[config.mk]
export PLATFORM = sky130hd
export DESIGN_NAME = fsr_fault_irq
export DESIGN_NICKNAME = d
export VERILOG_FILES = /design/src/core/fsr_pkg.sv /design/src/core/fsr_fault_irq.sv
export SDC_FILE = /design/constraint.sdc
export NUM_CORES = 1
export LEC_CHECK = 0
export CORE_UTILIZATION = 64
export DETAILED_ROUTE_END_ITERATION = 8
export DONT_BUFFER_PORTS = 1
export GPL_ROUTABILITY_DRIVEN = 0
export PLACE_DENSITY = 0.9
export SYNTH_ARGS = -nofsm -noshare
export SYNTH_HDL_FRONTEND = slang
export SYNTH_SLANG_ARGS = --single-unit
[constraint.sdc]
create_clock -name CLK -period 3.52 [get_ports CLK]
set_input_delay 0.704 -clock CLK [delete_from_list [all_inputs] [get_ports CLK]]
set_output_delay 0.704 -clock CLK [all_outputs]
set_load 0.02 [all_outputs]
[src/core/fsr_pkg.sv]
package fsr_pkg;
  // ==================================================
  // Timebase
  localparam int CLK_MHZ = 100;
  localparam int TICK_US = 1;
  localparam int TICK_CYC = TICK_US * CLK_MHZ;
  localparam int CW = 24;
  // ==================================================
  // Intervals, figure in its own unit
  localparam int FILT_US = 50;
  localparam int TMO_MS = 20;
  localparam int HOLD_MS = 1;
  localparam int STBY_S = 1;
  localparam int PWRUP_S = 5;
  localparam int FILT_TICKS = FILT_US / TICK_US;
  localparam int TMO_TICKS = TMO_MS * 1000 / TICK_US;
  localparam int HOLD_TICKS = HOLD_MS * 1000 / TICK_US;
  localparam int STBY_TICKS = STBY_S * 1000000 / TICK_US;
  localparam int PWRUP_TICKS = PWRUP_S * 1000000 / TICK_US;
  // ==================================================
  // Serial port
  localparam logic [6:0] DEV_ADDR = 7'h3c;
  localparam logic [7:0] REG_WARNING_THRESHOLD_CONTROL = 8'h09;
  localparam logic [7:0] REG_PGMSK = 8'h0a;
  localparam logic [7:0] REG_IRQMSK = 8'h0b;
  localparam logic [7:0] REG_CLEAR_INTERRUPT_CMD = 8'h0c;
  localparam logic [7:0] REG_HRESET = 8'h0d;
  localparam logic [7:0] REG_PGHELD = 8'h0e;
  localparam logic [7:0] REG_PGLIVE = 8'h0f;
  localparam logic [7:0] REG_INTERRUPT_EVENT_STATUS = 8'h10;
  // ==================================================
  // Reset values and fields
  localparam logic [7:0] WARNING_THRESHOLD_CONTROL_RST = 8'h00;
  localparam logic [7:0] PGMSK_RST = 8'hef;
  localparam logic [7:0] IRQMSK_RST = 8'h00;
  localparam logic [7:0] PG_USED = 8'hef;
  localparam logic [7:0] IRQMSK_USED = 8'h7c;
  localparam int UVW_LSB = 2;
  localparam int OTW_LSB = 0;
  localparam int IRQ_HARD_RESET_CMD = 1;
  localparam int IRQ_PGTMO = 2;
  localparam int IRQ_UVW = 3;
  localparam int IRQ_UVS = 4;
  localparam int IRQ_OTW = 5;
  localparam int IRQ_OTS = 6;
  // ==================================================
  // States
  typedef enum logic [1:0] {PS_RESET_WAIT, PS_ON, PS_STANDBY, PS_HARD_RESET_CMD_TIMER} fsr_pstate_type;
  typedef enum logic [2:0] {I_IDLE, I_ADDR, I_PTR, I_DATA, I_READ} fsr_iphase_type;
endpackage

[src/core/fsr_fault_irq.sv]
`timescale 1ns/1ps
module fsr_fault_irq
  import fsr_pkg::*;
#(
  parameter int FILT_T = fsr_pkg::FILT_TICKS,
  parameter int TMO_T = fsr_pkg::TMO_TICKS,
  parameter int HOLD_T = fsr_pkg::HOLD_TICKS,
  parameter int STBY_T = fsr_pkg::STBY_TICKS,
  parameter int PWRUP_T = fsr_pkg::PWRUP_TICKS
) (
  // Clock and reset
  input wire logic CLK,
  input wire logic NRST,
  // Comparators and supervisors
  input wire logic SUPPLY_LOW_FAULT,
  input wire logic SUPPLY_RISE_OK,
  input wire logic SUPPLY_LOW_WARN,
  input wire logic DIE_TOO_HOT_FAULT,
  input wire logic DIE_TOO_HOT_WARN,
  input wire logic INTERFACE_SUPPLY_LOW,
  input wire logic MASTER_POWER_REQUEST,
  // Regulator flags
  input wire logic [7:0] REG_ENABLED,
  input wire logic [7:0] REG_OUT_LOW,
  input wire logic [7:0] REG_OUT_OK,
  // Serial port
  input wire logic SCL,
  input wire logic SDA_IN,
  output logic SDA_OUT,
  output logic SDA_OE,
  // Status pins
  output logic POWER_GOOD_OUT,
  output logic POWER_GOOD_OE,
  output logic IRQ_N_OUT,
  output logic IRQ_N_OE,
  // Controller
  output fsr_pkg::fsr_pstate_type POWER_STATE,
  output logic REGS_ALLOWED,
  output logic CMD_DEFAULTS,
  output logic [2:0] SUPPLY_WARN_SEL,
  output logic [1:0] DIE_WARN_SEL
);
  import fsr_pkg::*;

  // ==================================================
  // Input synchronisers
  logic [32:0] sync1_q, sync2_q;
  logic s_vflt, s_rise, s_vwarn, s_hot, s_dwarn, s_iflow, s_req, scl, sda;
  logic [7:0] s_en, s_low, s_ok;

  always_ff @(posedge CLK or negedge NRST) begin
    if (!NRST) begin
      sync1_q <= '0;
      sync2_q <= '0;
    end else begin
      sync1_q <= {SUPPLY_LOW_FAULT, SUPPLY_RISE_OK, SUPPLY_LOW_WARN, DIE_TOO_HOT_FAULT, DIE_TOO_HOT_WARN,
                  INTERFACE_SUPPLY_LOW, MASTER_POWER_REQUEST, REG_ENABLED, REG_OUT_LOW, REG_OUT_OK, SCL, SDA_IN};
      sync2_q <= sync1_q;
    end
  end

  assign {s_vflt, s_rise, s_vwarn, s_hot, s_dwarn, s_iflow, s_req, s_en, s_low, s_ok, scl, sda} = sync2_q;

  // ==================================================
  // Timebase
  logic [7:0] tick_cnt_q;
  logic tick;

  assign tick = (tick_cnt_q == 8'(TICK_CYC - 1));

  always_ff @(posedge CLK or negedge NRST) begin
    if (!NRST) begin
      tick_cnt_q <= 8'h00;
    end else begin
      tick_cnt_q <= tick ? 8'h00 : tick_cnt_q + 8'h01;
    end
  end

  // Saturating, so a long condition never wraps back under its limit
  function automatic logic [CW-1:0] cnt_next(input logic cond, input logic tk, input logic [CW-1:0] cnt);
    if (!cond) begin
      return '0;
    end else if (tk && (cnt != '1)) begin
      return cnt + 1'b1;
    end
    return cnt;
  endfunction

  // ==================================================
  // Power good monitor
  logic [7:0] act_low, live_status, held_status, pgmsk_q;
  logic [CW-1:0] filt_cnt_q, tmo_cnt_q, hold_cnt_q;
  logic [CW-1:0] held_cnt_q [8];
  logic pin_low_cond, filtered, tmo_lvl, all_off, all_good, pg_low_d;

  assign act_low = s_low & s_en & PG_USED;
  assign live_status = ~act_low & PG_USED;
  assign pin_low_cond = |(act_low & pgmsk_q);
  assign filtered = pin_low_cond && (filt_cnt_q >= CW'(FILT_T));
  assign tmo_lvl = pin_low_cond && (tmo_cnt_q >= CW'(TMO_T));
  assign all_off = ~|(s_en & PG_USED);
  assign all_good = &(s_ok | ~s_en | ~pgmsk_q | ~PG_USED);
  assign pg_low_d = all_off || !all_good || filtered || (hold_cnt_q != '0);

  always_ff @(posedge CLK or negedge NRST) begin
    if (!NRST) begin
      filt_cnt_q <= '0;
      tmo_cnt_q <= '0;
    end else begin
      filt_cnt_q <= cnt_next(pin_low_cond, tick, filt_cnt_q);
      tmo_cnt_q <= cnt_next(pin_low_cond, tick, tmo_cnt_q);
    end
  end

  // hold starts when the filtered low ends
  always_ff @(posedge CLK or negedge NRST) begin
    if (!NRST) begin
      hold_cnt_q <= '0;
      POWER_GOOD_OE <= 1'b1;
    end else begin
      if (filtered) begin
        hold_cnt_q <= CW'(HOLD_T);
      end else if (tick && (hold_cnt_q != '0)) begin
        hold_cnt_q <= hold_cnt_q - 1'b1;
      end
      POWER_GOOD_OE <= pg_low_d;
    end
  end

  // held copy keeps each low for the hold time
  always_ff @(posedge CLK or negedge NRST) begin
    if (!NRST) begin
      for (int i = 0; i < 8; i++) begin
        held_cnt_q[i] <= '0;
      end
    end else begin
      for (int i = 0; i < 8; i++) begin
        if (act_low[i]) begin
          held_cnt_q[i] <= CW'(HOLD_T);
        end else if (tick && (held_cnt_q[i] != '0)) begin
          held_cnt_q[i] <= held_cnt_q[i] - 1'b1;
        end
      end
    end
  end

  always_comb begin
    held_status = live_status;
    for (int i = 0; i < 8; i++) begin
      if (held_cnt_q[i] != '0) begin
        held_status[i] = 1'b0;
      end
    end
  end

  // ==================================================
  // Serial port
  fsr_iphase_type ph_q;
  logic scl_p_q, sda_p_q, in_ack_q, ack_q, rd_q, clr_p_q, hard_reset_cmd_p_q;
  logic start, stop, rise, fall, commit, clr_go, hard_reset_cmd_go;
  logic [3:0] bcnt_q;
  logic [7:0] sh_q, tx_q, ptr_q, rd_data, st_warning_threshold_control_q, st_pgmsk_q, st_irqmsk_q;
  logic [7:0] warning_threshold_control_q, irqmsk_q, interrupt_event_status_q;

  assign start = scl && scl_p_q && sda_p_q && !sda;
  assign stop = scl && scl_p_q && !sda_p_q && sda;
  assign rise = scl && !scl_p_q;
  assign fall = !scl && scl_p_q;
  // command set acted on only at stop
  assign commit = stop && (ph_q != I_IDLE);
  assign clr_go = commit && clr_p_q;
  assign hard_reset_cmd_go = commit && hard_reset_cmd_p_q;

  always_comb begin
    unique case (ptr_q)
      REG_WARNING_THRESHOLD_CONTROL: rd_data = warning_threshold_control_q;
      REG_PGMSK: rd_data = pgmsk_q;
      REG_IRQMSK: rd_data = irqmsk_q;
      REG_PGHELD: rd_data = held_status;
      REG_PGLIVE: rd_data = live_status;
      REG_INTERRUPT_EVENT_STATUS: rd_data = interrupt_event_status_q;
      default: rd_data = 8'h00;
    endcase
  end

  always_ff @(posedge CLK or negedge NRST) begin
    if (!NRST) begin
      scl_p_q <= 1'b1;
      sda_p_q <= 1'b1;
    end else begin
      scl_p_q <= scl;
      sda_p_q <= sda;
    end
  end

  always_ff @(posedge CLK or negedge NRST) begin
    if (!NRST) begin
      ph_q <= I_IDLE;
      {in_ack_q, ack_q, rd_q, clr_p_q, hard_reset_cmd_p_q} <= '0;
      {bcnt_q, sh_q, tx_q, ptr_q} <= '0;
      st_warning_threshold_control_q <= WARNING_THRESHOLD_CONTROL_RST;
      st_pgmsk_q <= PGMSK_RST;
      st_irqmsk_q <= IRQMSK_RST;
    end else if (s_iflow || hard_reset_cmd_go) begin
      // port cleared, staged values back to defaults
      ph_q <= I_IDLE;
      {in_ack_q, ack_q, rd_q, clr_p_q, hard_reset_cmd_p_q} <= '0;
      bcnt_q <= 4'h0;
      st_warning_threshold_control_q <= WARNING_THRESHOLD_CONTROL_RST;
      st_pgmsk_q <= PGMSK_RST;
      st_irqmsk_q <= IRQMSK_RST;
    end else if (start) begin
      // Repeated start keeps staged writes and pending commands
      ph_q <= I_ADDR;
      {in_ack_q, ack_q, rd_q} <= '0;
      bcnt_q <= 4'h0;
    end else if (stop) begin
      ph_q <= I_IDLE;
      {in_ack_q, ack_q, rd_q, clr_p_q, hard_reset_cmd_p_q} <= '0;
    end else if (ph_q != I_IDLE) begin
      // Ack bit shifted too, so a read sees the master's answer
      if (rise) begin
        sh_q <= {sh_q[6:0], sda};
        if (!in_ack_q) begin
          bcnt_q <= bcnt_q + 4'h1;
        end
      end
      if (fall) begin
        if (in_ack_q) begin
          in_ack_q <= 1'b0;
          ack_q <= 1'b0;
          bcnt_q <= 4'h0;
          // No reload after a not-acknowledge, else the line stays low and hides the stop
          if ((ph_q == I_READ) && !sh_q[0]) begin
            tx_q <= rd_data;
            rd_q <= 1'b1;
          end
        end else if (bcnt_q == 4'h8) begin
          in_ack_q <= 1'b1;
          rd_q <= 1'b0;
          unique case (ph_q)
            I_ADDR: begin
              if (sh_q[7:1] == DEV_ADDR) begin
                ack_q <= 1'b1;
                ph_q <= sh_q[0] ? I_READ : I_PTR;
              end else begin
                ph_q <= I_IDLE;
              end
            end
            I_PTR: begin
              ack_q <= 1'b1;
              ptr_q <= sh_q;
              // command pointers carry no data byte
              if (sh_q == REG_CLEAR_INTERRUPT_CMD) begin
                clr_p_q <= 1'b1;
              end
              if (sh_q == REG_HRESET) begin
                hard_reset_cmd_p_q <= 1'b1;
              end
              ph_q <= ((sh_q == REG_CLEAR_INTERRUPT_CMD) || (sh_q == REG_HRESET)) ? I_PTR : I_DATA;
            end
            I_DATA: begin
              ack_q <= 1'b1;
              ph_q <= I_PTR;
              if (ptr_q == REG_WARNING_THRESHOLD_CONTROL) begin
                st_warning_threshold_control_q <= sh_q;
              end
              if (ptr_q == REG_PGMSK) begin
                st_pgmsk_q <= sh_q;
              end
              if (ptr_q == REG_IRQMSK) begin
                st_irqmsk_q <= sh_q;
              end
            end
            I_READ: begin
              // Nothing here; master acknowledge checked at the next fall
            end
            I_IDLE: begin
            end
          endcase
        end else if (rd_q) begin
          tx_q <= {tx_q[6:0], 1'b0};
        end
      end
    end
  end

  assign SDA_OUT = 1'b0;
  assign SDA_OE = ack_q || (rd_q && !tx_q[7]);

  // ==================================================
  // Command registers
  always_ff @(posedge CLK or negedge NRST) begin
    if (!NRST) begin
      warning_threshold_control_q <= WARNING_THRESHOLD_CONTROL_RST;
      pgmsk_q <= PGMSK_RST;
      irqmsk_q <= IRQMSK_RST;
    end else if (s_iflow || hard_reset_cmd_go) begin
      warning_threshold_control_q <= WARNING_THRESHOLD_CONTROL_RST;
      pgmsk_q <= PGMSK_RST;
      irqmsk_q <= IRQMSK_RST;
    end else if (commit) begin
      warning_threshold_control_q <= st_warning_threshold_control_q;
      pgmsk_q <= st_pgmsk_q;
      irqmsk_q <= st_irqmsk_q;
    end
  end

  assign CMD_DEFAULTS = s_iflow || hard_reset_cmd_go;
  assign SUPPLY_WARN_SEL = warning_threshold_control_q[UVW_LSB+:3];
  assign DIE_WARN_SEL = warning_threshold_control_q[OTW_LSB+:2];

  // ==================================================
  // Interrupt status
  logic [4:0] prev_q;
  logic [7:0] ev;
  logic irq_d;

  // edge events, one per status bit 1 to 6
  always_comb begin
    ev = 8'h00;
    ev[IRQ_HARD_RESET_CMD] = hard_reset_cmd_go;
    ev[IRQ_PGTMO] = tmo_lvl && !prev_q[0];
    ev[IRQ_UVW] = s_vwarn && !prev_q[1];
    ev[IRQ_UVS] = s_vflt && !prev_q[2];
    ev[IRQ_OTW] = s_dwarn && !prev_q[3];
    ev[IRQ_OTS] = s_hot && !prev_q[4];
  end

  assign irq_d = |(interrupt_event_status_q & ~(irqmsk_q & IRQMSK_USED));

  // only a clear access drops bits; a new event wins
  always_ff @(posedge CLK or negedge NRST) begin
    if (!NRST) begin
      prev_q <= '0;
      interrupt_event_status_q <= 8'h00;
      IRQ_N_OE <= 1'b0;
    end else begin
      prev_q <= {s_hot, s_dwarn, s_vflt, s_vwarn, tmo_lvl};
      interrupt_event_status_q <= (clr_go ? 8'h00 : interrupt_event_status_q) | ev;
      IRQ_N_OE <= irq_d;
    end
  end

  assign IRQ_N_OUT = 1'b0;
  assign POWER_GOOD_OUT = 1'b0;

  // ==================================================
  // State controller
  fsr_pstate_type state_q, state_d;
  logic [CW-1:0] st_cnt_q, pu_cnt_q;
  logic crossed_q, inhibit, flt;

  // hot comparator carries the 155/140 hysteresis
  assign flt = s_vflt || s_hot;
  // inhibit after five seconds without a rising crossing
  assign inhibit = !crossed_q && (pu_cnt_q >= CW'(PWRUP_T));

  always_comb begin
    state_d = state_q;
    if (hard_reset_cmd_go) begin
      state_d = PS_HARD_RESET_CMD_TIMER;
    end else begin
      unique case (state_q)
        PS_RESET_WAIT: begin
          if (s_req && !flt && !inhibit) begin
            state_d = PS_ON;
          end
        end
        // faults move state whatever the mask
        PS_ON: begin
          if (flt || !s_req) begin
            state_d = PS_STANDBY;
          end
        end
        // request during standby restarts at once
        PS_STANDBY: begin
          if (s_req && !flt) begin
            state_d = PS_ON;
          end else if (st_cnt_q >= CW'(STBY_T)) begin
            state_d = PS_RESET_WAIT;
          end
        end
        PS_HARD_RESET_CMD_TIMER: begin
          if (st_cnt_q >= CW'(STBY_T)) begin
            state_d = PS_RESET_WAIT;
          end
        end
      endcase
    end
  end

  // state timer restarts on every state change
  always_ff @(posedge CLK or negedge NRST) begin
    if (!NRST) begin
      state_q <= PS_RESET_WAIT;
      st_cnt_q <= '0;
      pu_cnt_q <= '0;
      crossed_q <= 1'b0;
      REGS_ALLOWED <= 1'b0;
    end else begin
      state_q <= state_d;
      st_cnt_q <= cnt_next(state_d == state_q, tick, st_cnt_q);
      pu_cnt_q <= cnt_next(!crossed_q, tick, pu_cnt_q);
      crossed_q <= crossed_q || s_rise;
      REGS_ALLOWED <= (state_d == PS_ON) && !inhibit;
    end
  end

  assign POWER_STATE = state_q;
endmodule

# ---- Word level (Yosys, flattened, before mapping)
# Cells that the tools add are included.
dict set report word_totals {
  ff_bits 467
  latch_bits 0
  mem_bits_rw 0
  mem_bits_ro 0
  input_bits 35
  output_inout_bits 15
  elab_cells 371
  n_memories 0
}
dict set report classes {
  add_sub_neg 14
  mul 0
  n_div 0
  magnitude_cmp 4
  eq_ne 34
  n_shift 0
  n_mux 146
  bitwise 14
  n_reduce_logical 119
}
# operator n
set ops {}
lappend ops {{$mux 24} 24}
lappend ops {{$mux 8} 39}
lappend ops {{$reduce_bool 24->1} 8}
lappend ops {{$sub 24x1->24 const B} 8}
lappend ops {{$add 24x1->24 const B} 4}
lappend ops {{$ne 24x24->1 const B} 4}
lappend ops {{$mux 1} 57}
lappend ops {{$eq 8x4->1 const B} 7}
lappend ops {{$pmux 8 s6} 1}
lappend ops {{$reduce_and 8->1} 5}
lappend ops {{$logic_and 1x1->1} 35}
lappend ops {{$reduce_bool 2->1} 17}
lappend ops {{$mux 4} 8}
lappend ops {{$mux 3} 9}
lappend ops {{$and 8x8->8} 3}
lappend ops {{$ge 24x15->1 const B} 1}
lappend ops {{$ge 24x20->1 const B} 1}
lappend ops {{$ge 24x23->1 const B} 1}
lappend ops {{$ge 24x6->1 const B} 1}
lappend ops {{$not 8->8} 3}
lappend ops {{$reduce_bool 3->1} 8}
lappend ops {{$reduce_and 7->1} 3}
lappend ops {{$logic_not 1->1} 17}
lappend ops {{$or 8x8->8} 2}
lappend ops {{37 further kinds} 65}

# ---- Longest topological paths before layout
# Gate-level depths: netlist of the first run.
dict set report depth {
  ltp_word 11
  ltp_mapped 10
}

# ---- Worst setup path after synthesis of the first run
# No wires, ideal clock.
dict set report synth_path {
  kind {register -> register}
  from {reg held_cnt_q[96] (netlist bit)}
  to {reg held_cnt_q[103] (netlist bit)}
  t_arrival_ps 2457
  t_required_ps 3395
  path_slack_ps 938
  stages_incl_launch_ff 11
  path_cell_list {dfrtp_1 -> inv_1 -> ha_1 -> or3b_2 -> or3_1 -> clkbuf_1 -> o31ai_1 -> clkbuf_1 -> nor3b_1 -> xnor2_1 -> nand2_1}
}
dict set report synth_between {
  elab_chain_cells 3
  word_cells_on_any_way 6
  cone_classes {add/sub (1); mux (2); reduce/logical (3)}
}
# item line_no
set synth_rtl {}
lappend synth_rtl {{from (decl)} fsr_fault_irq.sv:93} ;# logic [CW-1:0] held_cnt_q [8];
lappend synth_rtl {{from (signal, indexed assignment)} fsr_fault_irq.sv:139} ;# held_cnt_q[i] <= CW'(HOLD_T);
lappend synth_rtl {{from (signal, indexed assignment)} fsr_fault_irq.sv:141} ;# held_cnt_q[i] <= held_cnt_q[i] - 1'b1;
lappend synth_rtl {{$sub 24x1->24 / $reduce_bool 24->1 (equally long branches)} {fsr_fault_irq.sv:141, fsr_fault_irq.sv:140}}
lappend synth_rtl {{$mux 24 / $logic_and 1x1->1 (equally long branches)} fsr_fault_irq.sv:140} ;# end else if (tick && (held_cnt_q[i] != '0)) begin
lappend synth_rtl {{$mux 24 / $reduce_bool 2->1 (equally long branches)} --}
# Several ways; a longest one is shown, not always the timed one. The select of a mux whose other input is x is not followed.
# A chain may end at the register's enable or synchronous reset.

# ---- Worst setup path after layout of the first run
dict set report layout_path {
  from {reg held_cnt_q[96] (netlist bit)}
  to {reg held_cnt_q[114] (netlist bit)}
}
# The elaborated chain is that of the path after synthesis.

==> results_dict.tcl, run 1 <==
set metrics [dict create \
    outcome "finished with violations" \
    violations "negative hold slack" \
    synth.mux.area_fraction_pct 2.060 \
    hpwl_um 31200 \
    clock_path_buffers 3 \
    fin_tns_setup_ps 0 \
    endpoint_kind "flop" \
    coreArea_sq_mm 0.03362 \
    grt.total_usage_pct 28.64 \
    antenna_found_initial 0 \
    initial_core_util_pct 65.21 \
    peakVddDrop_v 0.0005369 \
    drive_gt1_share_pct 7.902 \
    routedWlPerCell_um 18.20 \
    setup_viol 0 \
    tightest_slew_ps 1232 \
    yosys.area_share.xor_xnor_pct 9.988 \
    num_rows 67 \
    met2_usage_pct 47.87 \
    synth_top_cell_area_share_pct 50.45 \
    ant_nets 0 \
    yosys-top-cells-area "dfrtp_1 (50%), xnor2_1 (6.6%), nor2_1 (5.6%), xor2_1 (3.4%), nand2_1 (2.8%)" \
    fmax_mhz 327.3 \
    post_cts_resized 0 \
    async_flop_share_pct 100.0 \
    maxCapViolations 0 \
    dieHeight_um 187.1 \
    worstSkewPairLatency_ps 560 \
    start_kind "flop" \
    path_max_fanout 9 \
    met3_usage_pct 4.334 \
    synthAdderAreaFrac_pct 1.084 \
    arrival_ps 3480 \
    nFillCells 2171 \
    criticalPathCategory "reg -> reg" \
    synth-simple-area-share_pct 24.04 \
    cp_slowest_stage_delay_ps 830 \
    min_path_type "in -> async" \
    die-area_sq_mm 0.03500 \
    p_per_area_mw_per_mm2 436.2 \
    netlist_area_sq_mm 0.02192 \
    drt_pass1_iterations 5 \
    ioPinCount 50 \
    syn_avg_cell_area_sq_um 9.929 \
    synth_cell_types 72 \
    grt.met1_usage_pct 37.67 \
    slew_violations 0 \
    cts_tree "yes" \
    multi_input_area_sq_mm 0.009831 \
    grt-ovfl-total 0 \
    hold_violations 173 \
    htree_levels 2 \
    area_growth_pct 8.898 \
    worstPathCellList "inv_1, ha_1, or3b_2, or3_1, nor4_1, nand2_1, xor2_1, nor2_1" \
    antenna_cells 0 \
    clkSlewWorstSetupHoldPaths_ps 70 \
    nets 2256 \
    grt_pass1_wl_um 83160 \
    synth_compound_area_share_pct 7.608 \
    synth-seq-area-share_pct 52.49 \
    critical_path.slowest_cell "nor4_1" \
    rsz0062_at_grt "false" \
    skew_ps 26.88 \
    fin_crit_ps 3056 \
    finalCritPeriodShare_pct 86.81 \
    routed_wl_um 48920 \
    portBuffers 0 \
    synth_flop_cell "dfrtp_1" \
    register_area_sq_mm 0.01151 \
    synth-warning-count 0 \
    synth_area_leader_cell "dfrtp_1" \
    synthCells 2208 \
    crit_family "simple AND/OR/NAND/NOR gates" \
    required_ps 3940 \
    clock_sinks 459 \
    cts_root_buf "clkbuf_16" \
    fin_hold_ws_ps -153.7 \
    ys_seq_elements 459 \
    numCtsBuffers 46 \
    path_buf_inv 1 \
    maxSlewHeadroom_pct 17.35 \
    synth_edf_count 0 \
    die_w_um 187.1 \
    drt_iter0_drc 1503 \
    cts_setup_buffers 0 \
    synth_top_family_by_area "simple AND/OR/NAND/NOR gates" \
    num_vias 16950 \
    vias_per_cell 6.305 \
    drc 0 \
    leakagePower_nw 10.08 \
    grt_pass1_vias 16890 \
    grt_start_max_net_pins 460 \
    gr-max-usage-layer "met2" \
]
final cells by class:
cell class	instances	share of cell area (%)
inverter	63	0.9906
multi-input combinational	1603	41.18
clock inverter	29	1.153
timing repair buffer	29	0.9644
tap	448	2.348
sequential	459	48.20
clock buffer	57	5.162
worst paths after layout:
| kind | startpoint | to | slack [ps] | cells past startpoint |
|---|---|---|---|---|
| worst min-delay path | NRST | held_cnt_q[172]$_DFFE_PN0P_ | -150 | 0 |
| max in group asynchronous | NRST | st_warning_threshold_control_q[3]$_DFFE_PN0P_ | 2780 | 0 |
| worst max register to register | held_cnt_q[96]$_DFFE_PN0P_ | held_cnt_q[114]$_DFFE_PN0P_ | 460 | 8 |
| worst max-delay path | held_cnt_q[96]$_DFFE_PN0P_ | held_cnt_q[114]$_DFFE_PN0P_ | 460 | 8 |
| worst min register to register | sync1_q[23]$_DFF_PN0_ | sync2_q[23]$_DFF_PN0_ | 340 | 0 |
| min in group CLK | REG_OUT_LOW[6] | sync1_q[16]$_DFF_PN0_ | 170 | 0 |
sequential cells by signal, indices dropped and copies added (netlist names), 24 cells and up:
signal and count:
held_cnt_q 168, sync1_q 30, sync2_q 30, filt_cnt_q 24, hold_cnt_q 24, pu_cnt_q 24
st_cnt_q 24, tmo_cnt_q 24
synthesized netlist by cell type, drive strengths merged, types with 9 or more instances:
cell	count
mux2i	17
a31oi	10
buf	18
nand3	92
a21oi	54
clkbuf	67
nor3	108
nor3b	9
mux2	25
dfrtp	442
a22o	18
and4	19
nand2	165
xor2	86
xnor2	164
a211oi	13
or2	10
o21ai	59
nand2b	14
a22oi	12
nor2	328
or3	40
inv	62
or4	27
nand4	42
nand3b	9
and2	20
dfstp	17
nor4b	14
ha	19
nor2b	15
o22a	9
o31ai	14
and3	17
nor4	91
per-stage QoR:
stage | utilization [%] | cell area, sq um | cells | total power (W) | worst slack (ps)
global route | 71.02 | 23870 | 2688 | 0.01072 | 260.8
finish | 71.02 | 23870 | 2688 | 0.01041 | 464.3
global placement | 66.53 | 22370 | 2602 | 0.005622 | 724.5
floorplan | - | 21930 | 2210 | 0.005575 | 937.7
detailed placement | 66.53 | 22370 | 2602 | 0.005630 | 582.6
CTS | 71.02 | 23870 | 2688 | 0.01047 | 472.2
report_power, final:
part / switching, W / internal, W / total, W
Sequential: 0.0000525 / 0.00533 / 0.00538
Clock: 0.00213 / 0.00274 / 0.00487
Combinational: 0.000124 / 0.0000408 / 0.000164
Total: 0.00230 / 0.00811 / 0.0104
layer usage:
metal	routed length (um)	vias to the layer above
met4	1874	0
met1	19970	8374
met5	0	-
li1	-	7748
met2	23800	679
met3	3281	147
worst register-to-register path, delay by kind of cell, from the launching register on:
family	cells	cell delay (ps)
xor+xnor	1	210
buf+inv	1	80
flops	1	420
simple gates	5	2060
fa+ha+maj	1	160
logic make-up (layout without fill, tap and decap cells):
kind of cell             Yosys count  after routing
multiplexers                      42             42
other                              1              3
AND/OR/NAND/NOR                 1041           1041
XOR/XNOR                         250            250
flip-flops                       459            459
adder cells (fa/ha/maj)           19             19
AO/OA/AOI/OAI                    248            248
buffers and inverters            148            178
cell usage in the layout (no fill, tap or decap), drive strengths merged, types with 15 or more instances in the layout:
cell type,count
a21oi,54
xor2,86
o21ai,59
buf,29
nor3,108
xnor2,164
clkinv,18
clkbuf,57
mux2i,17
inv,64
nor4,91
ha,19
or3,40
nor2b,15
or4,27
nand4,42
nor2,328
and3,17
nand2,165
dfstp,17
nand3,92
dfrtp,442
and4,19
and2,20
a22o,18
mux2,25
(Power assumes the default switching activity.)
==> inputs of run 2 (changes only) <==
--- a/config.mk
+++ b/config.mk
@@ -5,10 +5,10 @@
 export SDC_FILE = /design/constraint.sdc
 export NUM_CORES = 1
 export LEC_CHECK = 0
-export CORE_UTILIZATION = 64
+export ABC_CLOCK_PERIOD_IN_PS = 3520
+export BUFFER_PORTS_ARGS = -buffer_cell sky130_fd_sc_hd__buf_2
+export CORE_UTILIZATION = 63
 export DETAILED_ROUTE_END_ITERATION = 8
-export DONT_BUFFER_PORTS = 1
-export GPL_ROUTABILITY_DRIVEN = 0
 export PLACE_DENSITY = 0.9
 export SYNTH_ARGS = -nofsm -noshare
 export SYNTH_HDL_FRONTEND = slang
==> results_dict.tcl, run 2 (synthesis gave the netlist of run 1 again) <==
set metrics [dict create \
    outcome "finished, final reports clean" \
    skew_ps 21.47 \
    maxSlewHeadroom_pct 8.913 \
    fin_hold_ws_ps 120.0 \
    worstPathCellList "nand4_1, or4_1, o31ai_2, nor4_1, xnor2_1, nor2_1" \
    maxCapViolations 0 \
    r2r_slack_ps 410 \
    cts_setup_buffers 0 \
    ioPinCount 50 \
    die_w_um 188.5 \
    path_max_fanout 19 \
    required_ps 3950 \
    grt-ovfl-total 0 \
    place.gp.congestion 0.8627 \
    coreArea_sq_mm 0.03387 \
    num_rows 67 \
    fin_tns_setup_ps 0 \
    drive_gt1_share_pct 9.584 \
    dieHeight_um 188.5 \
    arrival_ps 3540 \
    cts_root_buf "clkbuf_16" \
    cts_tree "yes" \
    drt_iter0_drc 1620 \
    drc 0 \
    antenna_cells 0 \
    cp_slowest_stage_delay_ps 1100 \
    nets 2303 \
    top_register "held_cnt_q" \
    routedWlPerCell_um 18.28 \
    slew_violations 0 \
    fmax_mhz 321.6 \
    postCtsHoldBufs 0 \
    grt_pass1_vias 17320 \
    htree_levels 2 \
    multi_input_area_sq_mm 0.009831 \
    grt_pass1_wl_um 84040 \
    nFillCells 2243 \
    clkSlewWorstSetupHoldPaths_ps 60 \
    largest_reg_flops 168 \
    area_growth_pct 10.31 \
    endpoint_kind "flop" \
    min_path_type "in -> async" \
    peakVddDrop_v 0.0004983 \
    portBuffers 43 \
    numCtsBuffers 47 \
    utilization_pct 71.40 \
    ant_nets 0 \
    criticalPathCategory "reg -> reg" \
    dp_cells 2648 \
    antenna_found_initial 0 \
    grt.total_usage_pct 28.87 \
    fin_crit_ps 3110 \
    p_per_area_mw_per_mm2 436.5 \
    rsz0062_at_grt "false" \
    vias_per_cell 6.316 \
    clock_path_buffers 3 \
    hpwl_um 32450 \
    crit_family "simple AND/OR/NAND/NOR gates" \
    final_common_cell "dfrtp_1" \
    stdcell_area_sq_mm 0.02418 \
    clock_sinks 459 \
    tightest_slew_ps 1358 \
    critical_path.slowest_cell "o31ai_2" \
    finalCritPeriodShare_pct 88.34 \
    grt_start_max_net_pins 90 \
    routed_wl_um 49960 \
    die-area_sq_mm 0.03555 \
    num_vias 17260 \
    final_cell_mix "dfrtp_1 (442), nor2_1 (328), nand2_1 (165), xnor2_1 (164), nor3_1 (107)" \
    setup_viol 0 \
    leakagePower_nw 10.31 \
    layout.cells.non_filler 2733 \
    register_area_sq_mm 0.01151 \
    initial_core_util_pct 64.73 \
    hold_violations 0 \
    path_buf_inv 0 \
    top_regs "held_cnt_q (168), sync1_q (30), sync2_q (30)" \
    drt_pass1_iterations 5 \
    post_cts_resized 0 \
    start_kind "flop" \
    placed_area_sq_mm 0.02268 \
    worstSkewPairLatency_ps 590 \
]
[run 2: changes by cell type in the layout (fill, tap and decap cells not counted), moves of 2 or more]
cell | previous run | this run
buf_2 | 0 | 42
clkbuf_8 | 4 | 10
buf_4 | 28 | 26
clkinv_2 | 11 | 9
clkinvlp_4 | 7 | 3
bufinv_16 | 3 | 0
clkbuf_1 | 7 | 10
clkbuf_16 | 46 | 49
buf_12 | 1 | 6
clkinv_4 | 5 | 2
[run 2: through the flow]
| stage | power, W | worst slack (ps) |
|---|---|---|
| after CTS | 0.01061 | 474.6 |
| after global routing | 0.01085 | 128.1 |
| after global placement | 0.005762 | 685.5 |
| after detailed placement | 0.005774 | 488.0 |
| final | 0.01055 | 410.5 |
| after floorplan | 0.005575 | 937.7 |
[run 2: worst paths after layout]
path,start,end,cells past startpoint
max,tmo_cnt_q[13]$_DFFE_PN0P_,tmo_cnt_q[15]$_DFFE_PN0P_,6
max in group asynchronous,NRST,tmo_cnt_q[4]$_DFFE_PN0P_,2
min,NRST,held_cnt_q[172]$_DFFE_PN0P_,1
min in group CLK,SCL,sync1_q[1]$_DFF_PN0_,1
min reg2reg,sync1_q[31]$_DFF_PN0_,sync2_q[31]$_DFF_PN0_,0
max reg2reg,tmo_cnt_q[13]$_DFFE_PN0P_,tmo_cnt_q[15]$_DFFE_PN0P_,6
[run 2: cell type report]
cell class                      instances  share of cell area [%]
Clock inverter                         16                  0.4346
Inverter                               63                  0.9779
Multi-Input combinational cell       1603                   40.65
Sequential cell                       459                   47.59
Timing Repair Buffer                   75                   2.235
Clock buffer                           69                   5.795
Tap cell                              448                   2.318
[run 2: power breakdown]
group          internal (W)  leakage (nW)  total (W)  switching (W)
logic             0.0000692          3.64   0.000309       0.000240
registers           0.00533          5.93    0.00537      0.0000449
clock network       0.00277         0.742    0.00487        0.00211
[run 2: metal layers]
metal / track usage, % / wire, um / vias up
met3: 4.638 / 3372 / 172
met1: 37.98 / 20350 / 8539
met2: 46.85 / 24070 / 709
met5: 0 / 0 / -
met4: 14.24 / 2162 / 0
li1: - / - / 7842
